==> src/zcs_pkg.sv <==
package zcs_pkg;
   // Speed values in rpm, unsigned 16 bit
   localparam int unsigned SPEED_W          = 16;
   localparam logic [15:0] LEVEL_MAX        = 16'h2710;  // 10000 rpm
   localparam logic [15:0] LEVEL_RESET      = 16'h000a;  // 10 rpm
   localparam logic [15:0] MOTOR_MAX_RESET  = 16'h1770;  // 6000 rpm, plain default
   localparam logic [15:0] SPEED_ZERO       = 16'h0000;
   localparam logic [15:0] CMD_RESET        = 16'h0000;
   // Control method field codes
   localparam int unsigned METHOD_W         = 4;
   localparam logic [3:0]  METHOD_SPEED     = 4'h0;
   localparam logic [3:0]  METHOD_ZERO_CLAMP_REQUEST_INPUT    = 4'ha;

   typedef enum logic [1:0] {
      ZCS_TRACK = 2'b01,
      ZCS_CLAMP = 2'b10
   } zcs_state_e;
endpackage

==> src/zcs_zero_clamp_speed_control.sv <==
`timescale 1ns/10ps
// Notes on behaviour
// - With the clamp request inactive the clamp stays off and the speed reference is followed.
// - The clamp request pin is active low, a low level commands the clamp.
// - Clamp only when zero clamp method (or speed method with the clamp input allocated) is selected, request active and reference below level.
// - The clamp level accepts 0 to 10000 rpm and resets to 10 rpm.
// - A clamp level above the motor maximum speed is replaced by the motor maximum speed.
// - With the dedicated clamp input allocated, clamp also applies under plain speed control.
module zcs_zero_clamp_speed_control (
   input  wire logic                       mclk,
   input  wire logic                       resetn,
   input  wire logic                       clk_en,
   input  wire logic [3:0]                 control_method_select,
   input  wire logic                       zero_clamp_allocated,
   input  wire logic                       zero_clamp_request_input_n,
   input  wire logic [15:0]                speed_reference,
   input  wire logic [15:0]                clamp_speed_level,
   input  wire logic                       clamp_level_load,
   input  wire logic [15:0]                motor_max_speed,
   output logic                            clamp_active,
   output logic [15:0]                     speed_command,
   output logic [15:0]                     effective_level
);

   // All registered state of the block
   typedef struct packed {
      logic                    req_meta;
      logic                    req_sync;
      logic [15:0]             level;
      logic [15:0]             eff_level;
      zcs_pkg::zcs_state_e     state;
      logic                    clamp;
      logic [15:0]             speed_cmd;
   } zcs_regs_s;

   // Values after reset
   localparam zcs_regs_s REGS_RESET = '{
      req_meta:  1'b0,
      req_sync:  1'b0,
      level:     zcs_pkg::LEVEL_RESET,
      eff_level: zcs_pkg::LEVEL_RESET,
      state:     zcs_pkg::ZCS_TRACK,
      clamp:     1'b0,
      speed_cmd: zcs_pkg::CMD_RESET
   };

   zcs_regs_s           r;
   zcs_regs_s           next_r;

   // Request path
   logic                req_level;
   logic                request_on;

   // Level path
   logic                level_in_range;
   logic                level_accept;
   logic [15:0]         level_value;
   logic                level_over_max;
   logic [15:0]         capped_level;

   // Method decode
   logic                method_is_zero_clamp_request_input;
   logic                method_is_speed;
   logic                alloc_override;
   logic                method_ok;

   // Decision
   logic                below;
   logic                clamp_cond;
   zcs_pkg::zcs_state_e next_state;
   logic [15:0]         next_cmd;

   always_comb begin
      next_r           = r;
      req_level        = 1'b0;
      request_on       = 1'b0;
      level_in_range   = 1'b0;
      level_accept     = 1'b0;
      level_value      = r.level;
      level_over_max   = 1'b0;
      capped_level     = r.level;
      method_is_zero_clamp_request_input = 1'b0;
      method_is_speed  = 1'b0;
      alloc_override   = 1'b0;
      method_ok        = 1'b0;
      below            = 1'b0;
      clamp_cond       = 1'b0;
      next_state       = zcs_pkg::ZCS_TRACK;
      next_cmd         = speed_reference;

      // Pin passes two flops, a low level is a request
      req_level        = ~zero_clamp_request_input_n;
      next_r.req_meta  = req_level;
      next_r.req_sync  = r.req_meta;
      if (r.req_sync) begin
         request_on = 1'b1;
      end else begin
         request_on = 1'b0;
      end

      // Level load, out of range values are dropped silently
      if (clamp_speed_level <= zcs_pkg::LEVEL_MAX) begin
         level_in_range = 1'b1;
      end else begin
         level_in_range = 1'b0;
      end
      level_accept = clamp_level_load && level_in_range;
      if (level_accept) begin
         level_value = clamp_speed_level;
      end else begin
         level_value = r.level;
      end
      next_r.level = level_value;

      // Threshold limited to the motor maximum
      if (r.level > motor_max_speed) begin
         level_over_max = 1'b1;
      end else begin
         level_over_max = 1'b0;
      end
      if (level_over_max) begin
         capped_level = motor_max_speed;
      end else begin
         capped_level = r.level;
      end
      next_r.eff_level = capped_level;

      // Method decode
      if (control_method_select == zcs_pkg::METHOD_ZERO_CLAMP_REQUEST_INPUT) begin
         method_is_zero_clamp_request_input = 1'b1;
      end else begin
         method_is_zero_clamp_request_input = 1'b0;
      end
      if (control_method_select == zcs_pkg::METHOD_SPEED) begin
         method_is_speed = 1'b1;
      end else begin
         method_is_speed = 1'b0;
      end
      alloc_override = zero_clamp_allocated && method_is_speed;
      method_ok      = method_is_zero_clamp_request_input || alloc_override;

      // Reference must be strictly below the threshold
      if (speed_reference < r.eff_level) begin
         below = 1'b1;
      end else begin
         below = 1'b0;
      end
      clamp_cond = method_ok && request_on && below;

      // Decision is taken afresh every cycle
      unique case (r.state)
         zcs_pkg::ZCS_TRACK: begin
            if (clamp_cond) begin
               next_state = zcs_pkg::ZCS_CLAMP;
            end else begin
               next_state = zcs_pkg::ZCS_TRACK;
            end
         end
         zcs_pkg::ZCS_CLAMP: begin
            if (clamp_cond) begin
               next_state = zcs_pkg::ZCS_CLAMP;
            end else begin
               next_state = zcs_pkg::ZCS_TRACK;
            end
         end
      endcase

      // Command follows the next state
      unique case (next_state)
         zcs_pkg::ZCS_CLAMP: begin
            next_cmd = zcs_pkg::SPEED_ZERO;
         end
         zcs_pkg::ZCS_TRACK: begin
            next_cmd = speed_reference;
         end
      endcase

      next_r.state     = next_state;
      next_r.speed_cmd = next_cmd;
      if (next_state == zcs_pkg::ZCS_CLAMP) begin
         next_r.clamp = 1'b1;
      end else begin
         next_r.clamp = 1'b0;
      end
   end

   // Clock enable low holds every flop
   always_ff @(posedge mclk or negedge resetn) begin
      if (!resetn) begin
         r <= REGS_RESET;
      end else if (clk_en) begin
         r <= next_r;
      end
   end

   // Outputs straight from flops
   assign clamp_active    = r.clamp;
   assign speed_command   = r.speed_cmd;
   assign effective_level = r.eff_level;

endmodule // zcs_zero_clamp_speed_control

==> config.mk <==
export PLATFORM = sky130hd
export DESIGN_NAME = zcs_zero_clamp_speed_control
export DESIGN_NICKNAME = d
export VERILOG_FILES = /design/src/zcs_pkg.sv /design/src/zcs_zero_clamp_speed_control.sv
export SDC_FILE = /design/constraint.sdc
export NUM_CORES = 1
export LEC_CHECK = 0
export BUFFER_PORTS_ARGS = -buffer_cell sky130_fd_sc_hd__buf_2
export CAP_MARGIN = 20
export CORE_ASPECT_RATIO = 1.5
export CORE_MARGIN = 2
export CORE_UTILIZATION = 30
export CTS_BUF_LIST = sky130_fd_sc_hd__clkbuf_8
export DETAILED_ROUTE_END_ITERATION = 12
export PLACE_DENSITY = 0.65
export SKIP_CTS_REPAIR_TIMING = 1
export SYNTH_ARGS = -nofsm -noshare
export SYNTH_HDL_FRONTEND = slang
export SYNTH_SLANG_ARGS = --single-unit
==> constraint.sdc <==
create_clock -name mclk -period 2.2 [get_ports mclk]
set_input_delay 0.33 -clock mclk [delete_from_list [all_inputs] [get_ports mclk]]
set_output_delay 0.33 -clock mclk [all_outputs]
set_load 0.03 [all_outputs]
* After elaboration in Yosys (flattened, before gate mapping)
Cells that the tools add are included.
** Storage, ports and cells
- Register bits after elaboration :: 53
- Latch bits :: 0
- RAM bits :: 0
- Memory bits (read-only) :: 0
- Bits of input ports :: 58
- Output and inout port bits :: 33
- Logic and storage cells :: 35
- Memories :: 0
** Operators by class
- $add $sub $neg :: 0
- Multipliers :: 0
- Divide/modulo/power cells :: 0
- Magnitude comparators :: 3
- Equality and inequality tests :: 5
- Shift-type cells :: 0
- Multiplexer cells :: 11
- Bitwise gates (word level) :: 1
- Reductions and logical operators :: 8
** Operator list (count)
- 16-bit one-hot mux with 2 select lines :: 1
- 16-bit greater-than comparator :: 1
- 16-bit by 14-bit <= comparator with 1-bit output, second input constant :: 1
- 16-bit less-than comparator :: 1
- 16-bit two-way mux :: 1
- 1-bit two-way mux :: 7
- 2-bit by 1-bit == test with 1-bit output, second input constant :: 2
- 2-bit == test, second input constant :: 2
- 4-bit == test, second input constant :: 1
- 1-bit logical AND :: 4
- 4-bit logical NOT :: 1
- 2-bit two-way mux :: 2
- 2-bit AND reduction :: 1
- 2-bit OR reduction :: 1
- 1-bit logical OR :: 1
- 1-bit NOT :: 1

* Depth between registers and ports, before layout
Gate-level depths: netlist (run 1).
- Word-level depth :: 10
- Depth in mapped cells :: 9

* Least setup slack after synthesis (run 1)
OpenSTA, ideal clock, no wires.
- Path type :: flip-flop to flip-flop
- From :: register r[49] in the netlist's numbering
- To :: register r (netlist bit effective_level[0])
- Arrival time :: 2.126 ns
- Required time :: 2.063 ns
- Path slack :: -0.063 ns
- Stages on the path, launching flop included :: 9
- Period minus slack after synthesis :: 2.263 ns
- Path through :: dfrtp_1 ha_1 a21oi_2 nand2_1 a221o_1 o31ai_4 buf_8 mux2i_1 a21oi_1
** Between the ends
- Word-level cells in the longest chain between the ends :: 3
** Ends and longest elaborated chain
- start, declared :: line zcs_zero_clamp_speed_control.sv:47 : zcs_regs_s r;
- start signal, assigned :: line zcs_zero_clamp_speed_control.sv:192 : r <= next_r;
- 16-bit greater-than comparator :: line zcs_zero_clamp_speed_control.sv:116 : if (r.level > motor_max_speed) begin
- 1-bit two-way mux :: line zcs_zero_clamp_speed_control.sv:116
- 16-bit two-way mux :: line zcs_zero_clamp_speed_control.sv:121 : if (level_over_max) begin
Every way passes these cells.
A chain may end at the register's enable or synchronous reset.

* Worst setup path after layout (run 1)
- From :: register r[48] in the netlist's numbering
- To :: register r (netlist bit effective_level[15])
The elaborated chain is that of the path after synthesis.

==> results of run 1 <==
power groups by stage:
stage	Combinational, mW	Clock [mW]	Sequential [mW]
after floorplan	0.948	0	1.25
after global placement	1.18	0	1.28
after detailed placement	1.21	0	1.29
after CTS	1.22	0.560	1.27
after global routing	1.44	0.593	1.30
final	1.29	0.526	1.27
cells in the mapped netlist (all sizes together):
master,count
and4,2
o211ai,1
nor4,2
a221oi,1
clkbuf,6
o31ai,1
and4b,1
dfstp,4
a221o,1
nor2,25
nor3,1
ha,31
a22o,16
nor2b,2
dfrtp,47
mux2,13
buf,36
nand2,12
or2,1
inv,34
nand3,4
a21o,2
a21oi,29
o41ai,2
a211oi,1
nand4,2
nand2b,1
o21ai,6
and3,1
or4b,1
o31a,1
a21boi,1
nor3b,1
mux2i,16
path summary, 6_finish.rpt:
kind,startpoint,end,slack (ps),cells after the start
setup / recovery,r[48],effective_level[15],-30,9
hold / removal,resetn,effective_level[10],130,2
setup reg to reg,r[48],effective_level[15],-30,9
hold reg to reg,clamp_active,clamp_active,490,2
max in group asynchronous,resetn,effective_level[2],1630,2
min in group mclk,zero_clamp_request_input_n,next_r[51],210,2
cell type report:
type                            instances  share of cell area
Clock buffer                            5             0.01802
Clock inverter                          3            0.004260
Inverter                               34             0.03342
Multi-Input combinational cell        178              0.3902
Sequential cell                        51              0.3355
Tap cell                              117             0.03834
Timing Repair Buffer                  118              0.1802
state kept, by name (all words and copies together), names as in the netlist:
name             cells
r                   17
effective_level     16
speed_command       16
clamp_active         1
next_r               1
logic make-up (layout without fill, tap and decap cells):
group | count (synthesis) | after routing | synth area share
AO/OA/AOI/OAI | 62 | 62 | 0.1368
AND/OR/NAND/NOR | 56 | 56 | 0.08583
multiplexers | 29 | 29 | 0.09919
adder cells (fa/ha/maj) | 31 | 31 | 0.1255
flip-flops | 51 | 51 | 0.4146
buffers and inverters | 76 | 160 | 0.1381
metal layers:
metal	vias up	wire, um	GRT usage
li1	1192	-	-
met1	1129	2827	0.1399
met2	57	3970	0.2465
met3	9	397	0.03284
met4	0	130	0.05423
met5	-	0	0
critical path, stage by stage, from the launching register on:
cell,delay (ps)
dfrtp_1,390
ha_1,290
nand4_1,150
buf_4,130
nor2_1,40
a221o_1,340
o31ai_4,220
buf_6,200
mux2i_4,240
a21oi_1,80
==> results.toml, run 1 <==
[die]
core_um2 = 10080
initial_core_util = 0.3066
io_pins = 91
die_w_um = 86.87
row_count = 45
design.die.area_um2 = 11150
die_y_um = 128.3

[outcome]
violations = "negative setup slack"
status = "finished, violations left"

[placed_design]
dp.cells = 495
port_buffers = 90
hpwl_um = 5951
gp_congestion = 0.7549
dpl_cell_area_um2 = 3601
pre_cts_slack_ps = -221.3

[sta]
drv_slew = 0
fmax_mhz = 448.1
skew_ps = 13.69
setup_ws_ps = -31.74
whs_ps = 132.2
max_slew_margin = 0.5619
fin_crit_ps = 2232
tightestPinTransition_ps = 657.2
finalHoldViolations = 0
setup-tns-final_ps = -58.38
timing.final.crit_share = 1.014
rsz0062_at_grt = "yes"
setup_viol = 3

[final_layout]
final_util = 0.3789
final_common_cell = "buf_2"
most-common-layout-cells = "buf_2 (90), dfrtp_1 (47), inv_1 (35)"
register_area_um2 = 1281
multi_input_area_um2 = 1490
syn2layout_area_growth_pct = 23.56
fin_nets = 477
drive_above_1_share = 0.4113
fillerInstances = 1022
layoutNonFillerInstCount = 506
final_area_um2 = 3819
diodes = 0

[clock_tree]
clockBufferDepth = 2
cts_buffers = 5
clk_pin_slew_ps = 100
cts_root_buffer = "clkbuf_8"
cts_tree = "built"
clock_latency_ps = 310
htree_levels = 2
cts_sinks = 51

[worst_setup_path]
required_ps = 2370
cp-end-kind = "flip-flop"
path_max_fanout = 8
worstSetupStartpointType = "flip-flop"
criticalPathCategory = "reg2reg"
crit_arrival_ps = 2410

[yosys]
yosysWarnings = 0
netlist.area_leader.share = 0.3806
syn_nets = 394
synth_area_per_cell_um2 = 10.13
synthesis.area_um2 = 3090
netlist_top_cells_area = "dfrtp_1 (38%), ha_1 (13%), buf_4 (7.8%)"
synth_top_area_cell = "dfrtp_1"
synthCells = 305
yosysUniqueCellTypes = 38
ys_ff_latch = 51
synth_seq_area_share = 0.4146

[grt]
track_usage = 0.1329
grt_max_degree = 52
grt_pass1_wl_um = 11500
grt_pass1_vias = 2470
antenna_found_initial = 0
grt_overflow = 0

[detailed_routing]
viasPerCell = 4.717
avgRoutedWirePerCell_um = 14.48
detail_route.iter0.violations = 39
vias = 2387
dr.pass1.iters = 4
drc = 0
antenna_left = 0
drt-total-wl_um = 7325

[power_and_ir_drop]
ir_drop_mv = 0.2583
cell_internal_pwr_mw = 1.935
p_leak_nw = 2.025
power_mw = 3.089
power-per-cell-area_nw_per_um2 = 809.0
p_sw_frac = 0.3736
power_frac_seq = 0.411
clockPowerShare = 0.170
switchingPower_mw = 1.154
comb_power_share = 0.418

[run]
maxCapViolations = 0

[min_path]
hold_class = "in2async"
(Power assumes the default switching activity.)
==> run 2, diff against run 1 <==
CORE_UTILIZATION = 45   (was 30)
PLACE_DENSITY = 0.86   (was 0.65)
==> results.toml, run 2 (synthesized netlist as in run 1, its figures left out) <==
[final_layout]
fin_nets = 469
final_common_cell = "buf_2"
largest_reg_flops = 17
drive_above_1_share = 0.3806
most-common-layout-cells = "buf_2 (90), dfrtp_1 (47), inv_1 (35)"
syn2layout_area_growth_pct = 18.26
regMostFlops = "r"
diodes = 0

[power_and_ir_drop]
ir_drop_mv = 0.2698
power_mw = 2.993
power-per-cell-area_nw_per_um2 = 819.1
p_leak_nw = 1.984

[sta]
setup-tns-final_ps = -21.37
fmax_mhz = 450.2
setup_ws_ps = -21.37
drv_slew = 0
finalHoldViolations = 0
tightestPinTransition_ps = 635.9
fin_crit_ps = 2221
setup_viol = 1
timing.final.crit_share = 1.010
skew_ps = 5.279
rsz0062_at_grt = "yes"
max_slew_margin = 0.5761

[grt]
grt_max_degree = 52
grt_pass1_wl_um = 10440
antenna_found_initial = 0
grt_overflow = 0
grt_pass1_vias = 2392
track_usage = 0.1746

[die]
core_um2 = 6759
io_pins = 91
initial_core_util = 0.4572
die_w_um = 71.67
design.die.area_um2 = 7560
row_count = 37
die_y_um = 105.5

[placed_design]
hpwl_um = 5266
port_buffers = 90
gp_congestion = 0.8028

[worst_setup_path]
crit_arrival_ps = 2390
cp_num_buf_inv = 1
slowest_stage = "dfrtp_1"
crit_chain = "ha_4 > nand4_1 > nor4_2 > a21boi_1 > o31ai_4 > buf_6 > mux2i_2 > a21oi_1"
r2r_cells = 8
slowest_delay_ps = 430
criticalPathCategory = "reg2reg"
path_max_fanout = 8
required_ps = 2370
ff2ff_setup_slack_ps = -20
worstSetupStartpointType = "flip-flop"
rr_endpoint = "effective_level[6]"
path_delay_family = "compound AO/OA/AOI/OAI gates"
rr_startpoint = "r[49]"
cp-end-kind = "flip-flop"

[clock_tree]
cts_tree = "built"
clock_latency_ps = 300
clockBufferDepth = 2
cts_sinks = 51
cts_buffers = 5
clk_pin_slew_ps = 90
cts_root_buffer = "clkbuf_8"
htree_levels = 2

[detailed_routing]
avgRoutedWirePerCell_um = 14.04
vias = 2371
antenna_left = 0
detail_route.iter0.violations = 49
drc = 0
dr.pass1.iters = 4
viasPerCell = 5.166
drt-total-wl_um = 6446

[outcome]
status = "finished, violations left"
violations = "negative setup slack"

[min_path]
hold_class = "in2async"

[run]
maxCapViolations = 0
run 2: cell count changes in the layout (fill, tap and decap cells not counted), moves of 2 or more:
cell	before	now
buf_4	23	17
buf_6	4	2
mux2i_1	12	14
o21ai_1	1	3
run 2: where the power goes:
| part | total [mW] | internal, mW | switching (mW) |
|---|---|---|---|
| Clock | 0.521 | 0.218 | 0.303 |
| Combinational | 1.20 | 0.526 | 0.673 |
| Sequential | 1.27 | 1.14 | 0.138 |
run 2: worst max-delay path by stage:
stage                                    from                  end  slack [ps]  cells past startpoint
after floorplan                         r[42]  effective_level[14]          10                      8
after detailed placement  motor_max_speed[10]   effective_level[6]        -160                     10
after global routing                    r[49]   effective_level[6]        -220                      8
after global placement    motor_max_speed[11]   effective_level[6]        -110                     10
final                                   r[49]   effective_level[6]         -20                      8
after CTS                               r[45]   effective_level[6]        -120                      8
run 2: area by class of cell:
type	count	area (um2)
Clock buffer	5	68.82
Tap cell	78	97.59
Fill cell	591	3104
Clock inverter	3	16.27
Multi-Input combinational cell	178	1443
Inverter	34	127.6
Timing Repair Buffer	110	620.6
Sequential cell	51	1281
run 2: per-stage QoR:
stage                     hold WS, ps  worst slack (ps)  cell area [um2]  cells  utilization
after floorplan                 34.41             10.30             3103    305            -
after global placement          468.6            -107.3             3470    445       0.5133
after detailed placement        464.0            -158.7             3470    445       0.5133
after CTS                       156.5            -122.1             3555    453       0.5259
after global routing            185.3            -220.9             3655    459       0.5407
final                           139.1            -21.37             3655    459       0.5407
run 2: metal layers:
layer | routed length (um) | part of all wire | global-route usage
met1 | 2568 | 0.40 | 0.1930
met2 | 3471 | 0.54 | 0.3241
met3 | 315 | 0.049 | 0.03633
met4 | 91 | 0.014 | 0.05660
met5 | 0 | 0 | 0
==> run 3, diff against run 2 <==
RECOVER_POWER = 25   (was default)
==> results.toml, run 3 (synthesized netlist as in run 1, its figures left out) <==
[sta]
tightestPinTransition_ps = 1251
max_slew_margin = 0.1659
skew_ps = 5.279
setup_ws_ps = -22.28
setup_viol = 1
finalHoldViolations = 0
fmax_mhz = 450.0
drv_slew = 0
timing.final.crit_share = 1.010
fin_crit_ps = 2222
rsz0062_at_grt = "yes"
whs_ps = 238.6

[die]
io_pins = 91
design.die.area_um2 = 7560
core_um2 = 6759
row_count = 37
initial_core_util = 0.4572
die_w_um = 71.67
die_y_um = 105.5

[worst_setup_path]
worstSetupStartpointType = "flip-flop"
required_ps = 2370
cp-end-kind = "flip-flop"
path_max_fanout = 8
ff2ff_setup_slack_ps = -20
criticalPathCategory = "reg2reg"
crit_arrival_ps = 2390

[clock_tree]
cts_sinks = 51
clk_pin_slew_ps = 90
cts_root_buffer = "clkbuf_8"
cts_tree = "built"
htree_levels = 2
cts_buffers = 5
clockBufferDepth = 2
clock_latency_ps = 300

[power_and_ir_drop]
ir_drop_mv = 0.2698
power-per-cell-area_nw_per_um2 = 819.5
power_frac_seq = 0.425
p_sw_frac = 0.3721
clockPowerShare = 0.174
cell_internal_pwr_mw = 1.879
switchingPower_mw = 1.114
p_leak_nw = 1.983
comb_power_share = 0.400

[detailed_routing]
drt-total-wl_um = 6443
vias = 2374
avgRoutedWirePerCell_um = 14.04
dr.pass1.iters = 4
antenna_left = 0
drc = 0
viasPerCell = 5.172
detail_route.iter0.violations = 49

[final_layout]
most-common-layout-cells = "buf_2 (90), dfrtp_1 (47), inv_1 (35)"
final_common_cell = "buf_2"
regMostFlops = "r"
syn2layout_area_growth_pct = 18.18
largest_reg_flops = 17
diodes = 0
drive_above_1_share = 0.3806
fin_nets = 469
layoutNonFillerInstCount = 459

[placed_design]
port_buffers = 90
hpwl_um = 5266
gp_congestion = 0.8028
dp.cells = 445

[grt]
grt_max_degree = 52
antenna_found_initial = 0
grt_overflow = 0
grt_pass1_wl_um = 10440
track_usage = 0.1746
grt_pass1_vias = 2392

[outcome]
status = "finished, violations left"
violations = "negative setup slack"

[run]
maxCapViolations = 0

[min_path]
hold_class = "in2reg"
[run 3: cell count changes in the layout (fill, tap and decap cells not counted)]
cell	before	now
clkbuf_2	0	1
buf_4	17	16
[run 3: cell type report]
class / count / area, um2
Clock buffer: 5 / 68.82
Clock inverter: 3 / 16.27
Fill cell: 592 / 3107
Inverter: 34 / 127.6
Multi-Input combinational cell: 178 / 1443
Sequential cell: 51 / 1281
Tap cell: 78 / 97.59
Timing Repair Buffer: 110 / 618.1
[run 3: through the flow]
step	util	worst slack (ps)	TNS [ps]	area (um2)	power, mW
after floorplan	-	10.30	0	3103	2.202
after global placement	0.5133	-107.3	-776.3	3470	2.387
after detailed placement	0.5133	-158.7	-2173	3470	2.445
after CTS	0.5259	-122.1	-943.9	3555	2.969
after global routing	0.5404	-220.9	-2638	3652	3.202
final	0.5404	-22.28	-22.28	3652	2.993
[run 3: power groups by stage]
stage | clock network (mW) | registers [mW] | logic [mW]
3_5_place_dp | 0 | 1.30 | 1.15
5_1_grt | 0.568 | 1.30 | 1.33
6_report | 0.521 | 1.27 | 1.20
2_1_floorplan | 0 | 1.25 | 0.948
4_1_cts | 0.538 | 1.27 | 1.16
3_3_place_gp | 0 | 1.28 | 1.11
[run 3: critical path, stage by stage (launching register included)]
cell	delay [ps]
dfrtp_1	430
ha_4	300
nand4_1	130
nor4_2	360
a21boi_1	310
o31ai_4	110
buf_6	160
mux2i_2	190
a21oi_1	100
[run 3: path summary, 6_finish.rpt]
kind	from	to	depth (start not counted)
worst max-delay path	r[49]	effective_level[6]	8
worst min-delay path	zero_clamp_request_input_n	next_r[51]	2
worst max register to register	r[49]	effective_level[6]	8
worst min register to register	clamp_active	clamp_active	2
max in group asynchronous	resetn	r[42]	2
min in group asynchronous	resetn	effective_level[9]	2
[run 3: per-layer routing]
layer	vias to the layer above	share of wire	global-route usage
met5	-	0	0
met2	66	0.54	0.3241
met1	1129	0.40	0.1930
met4	0	0.014	0.05660
li1	1173	-	-
met3	6	0.049	0.03633
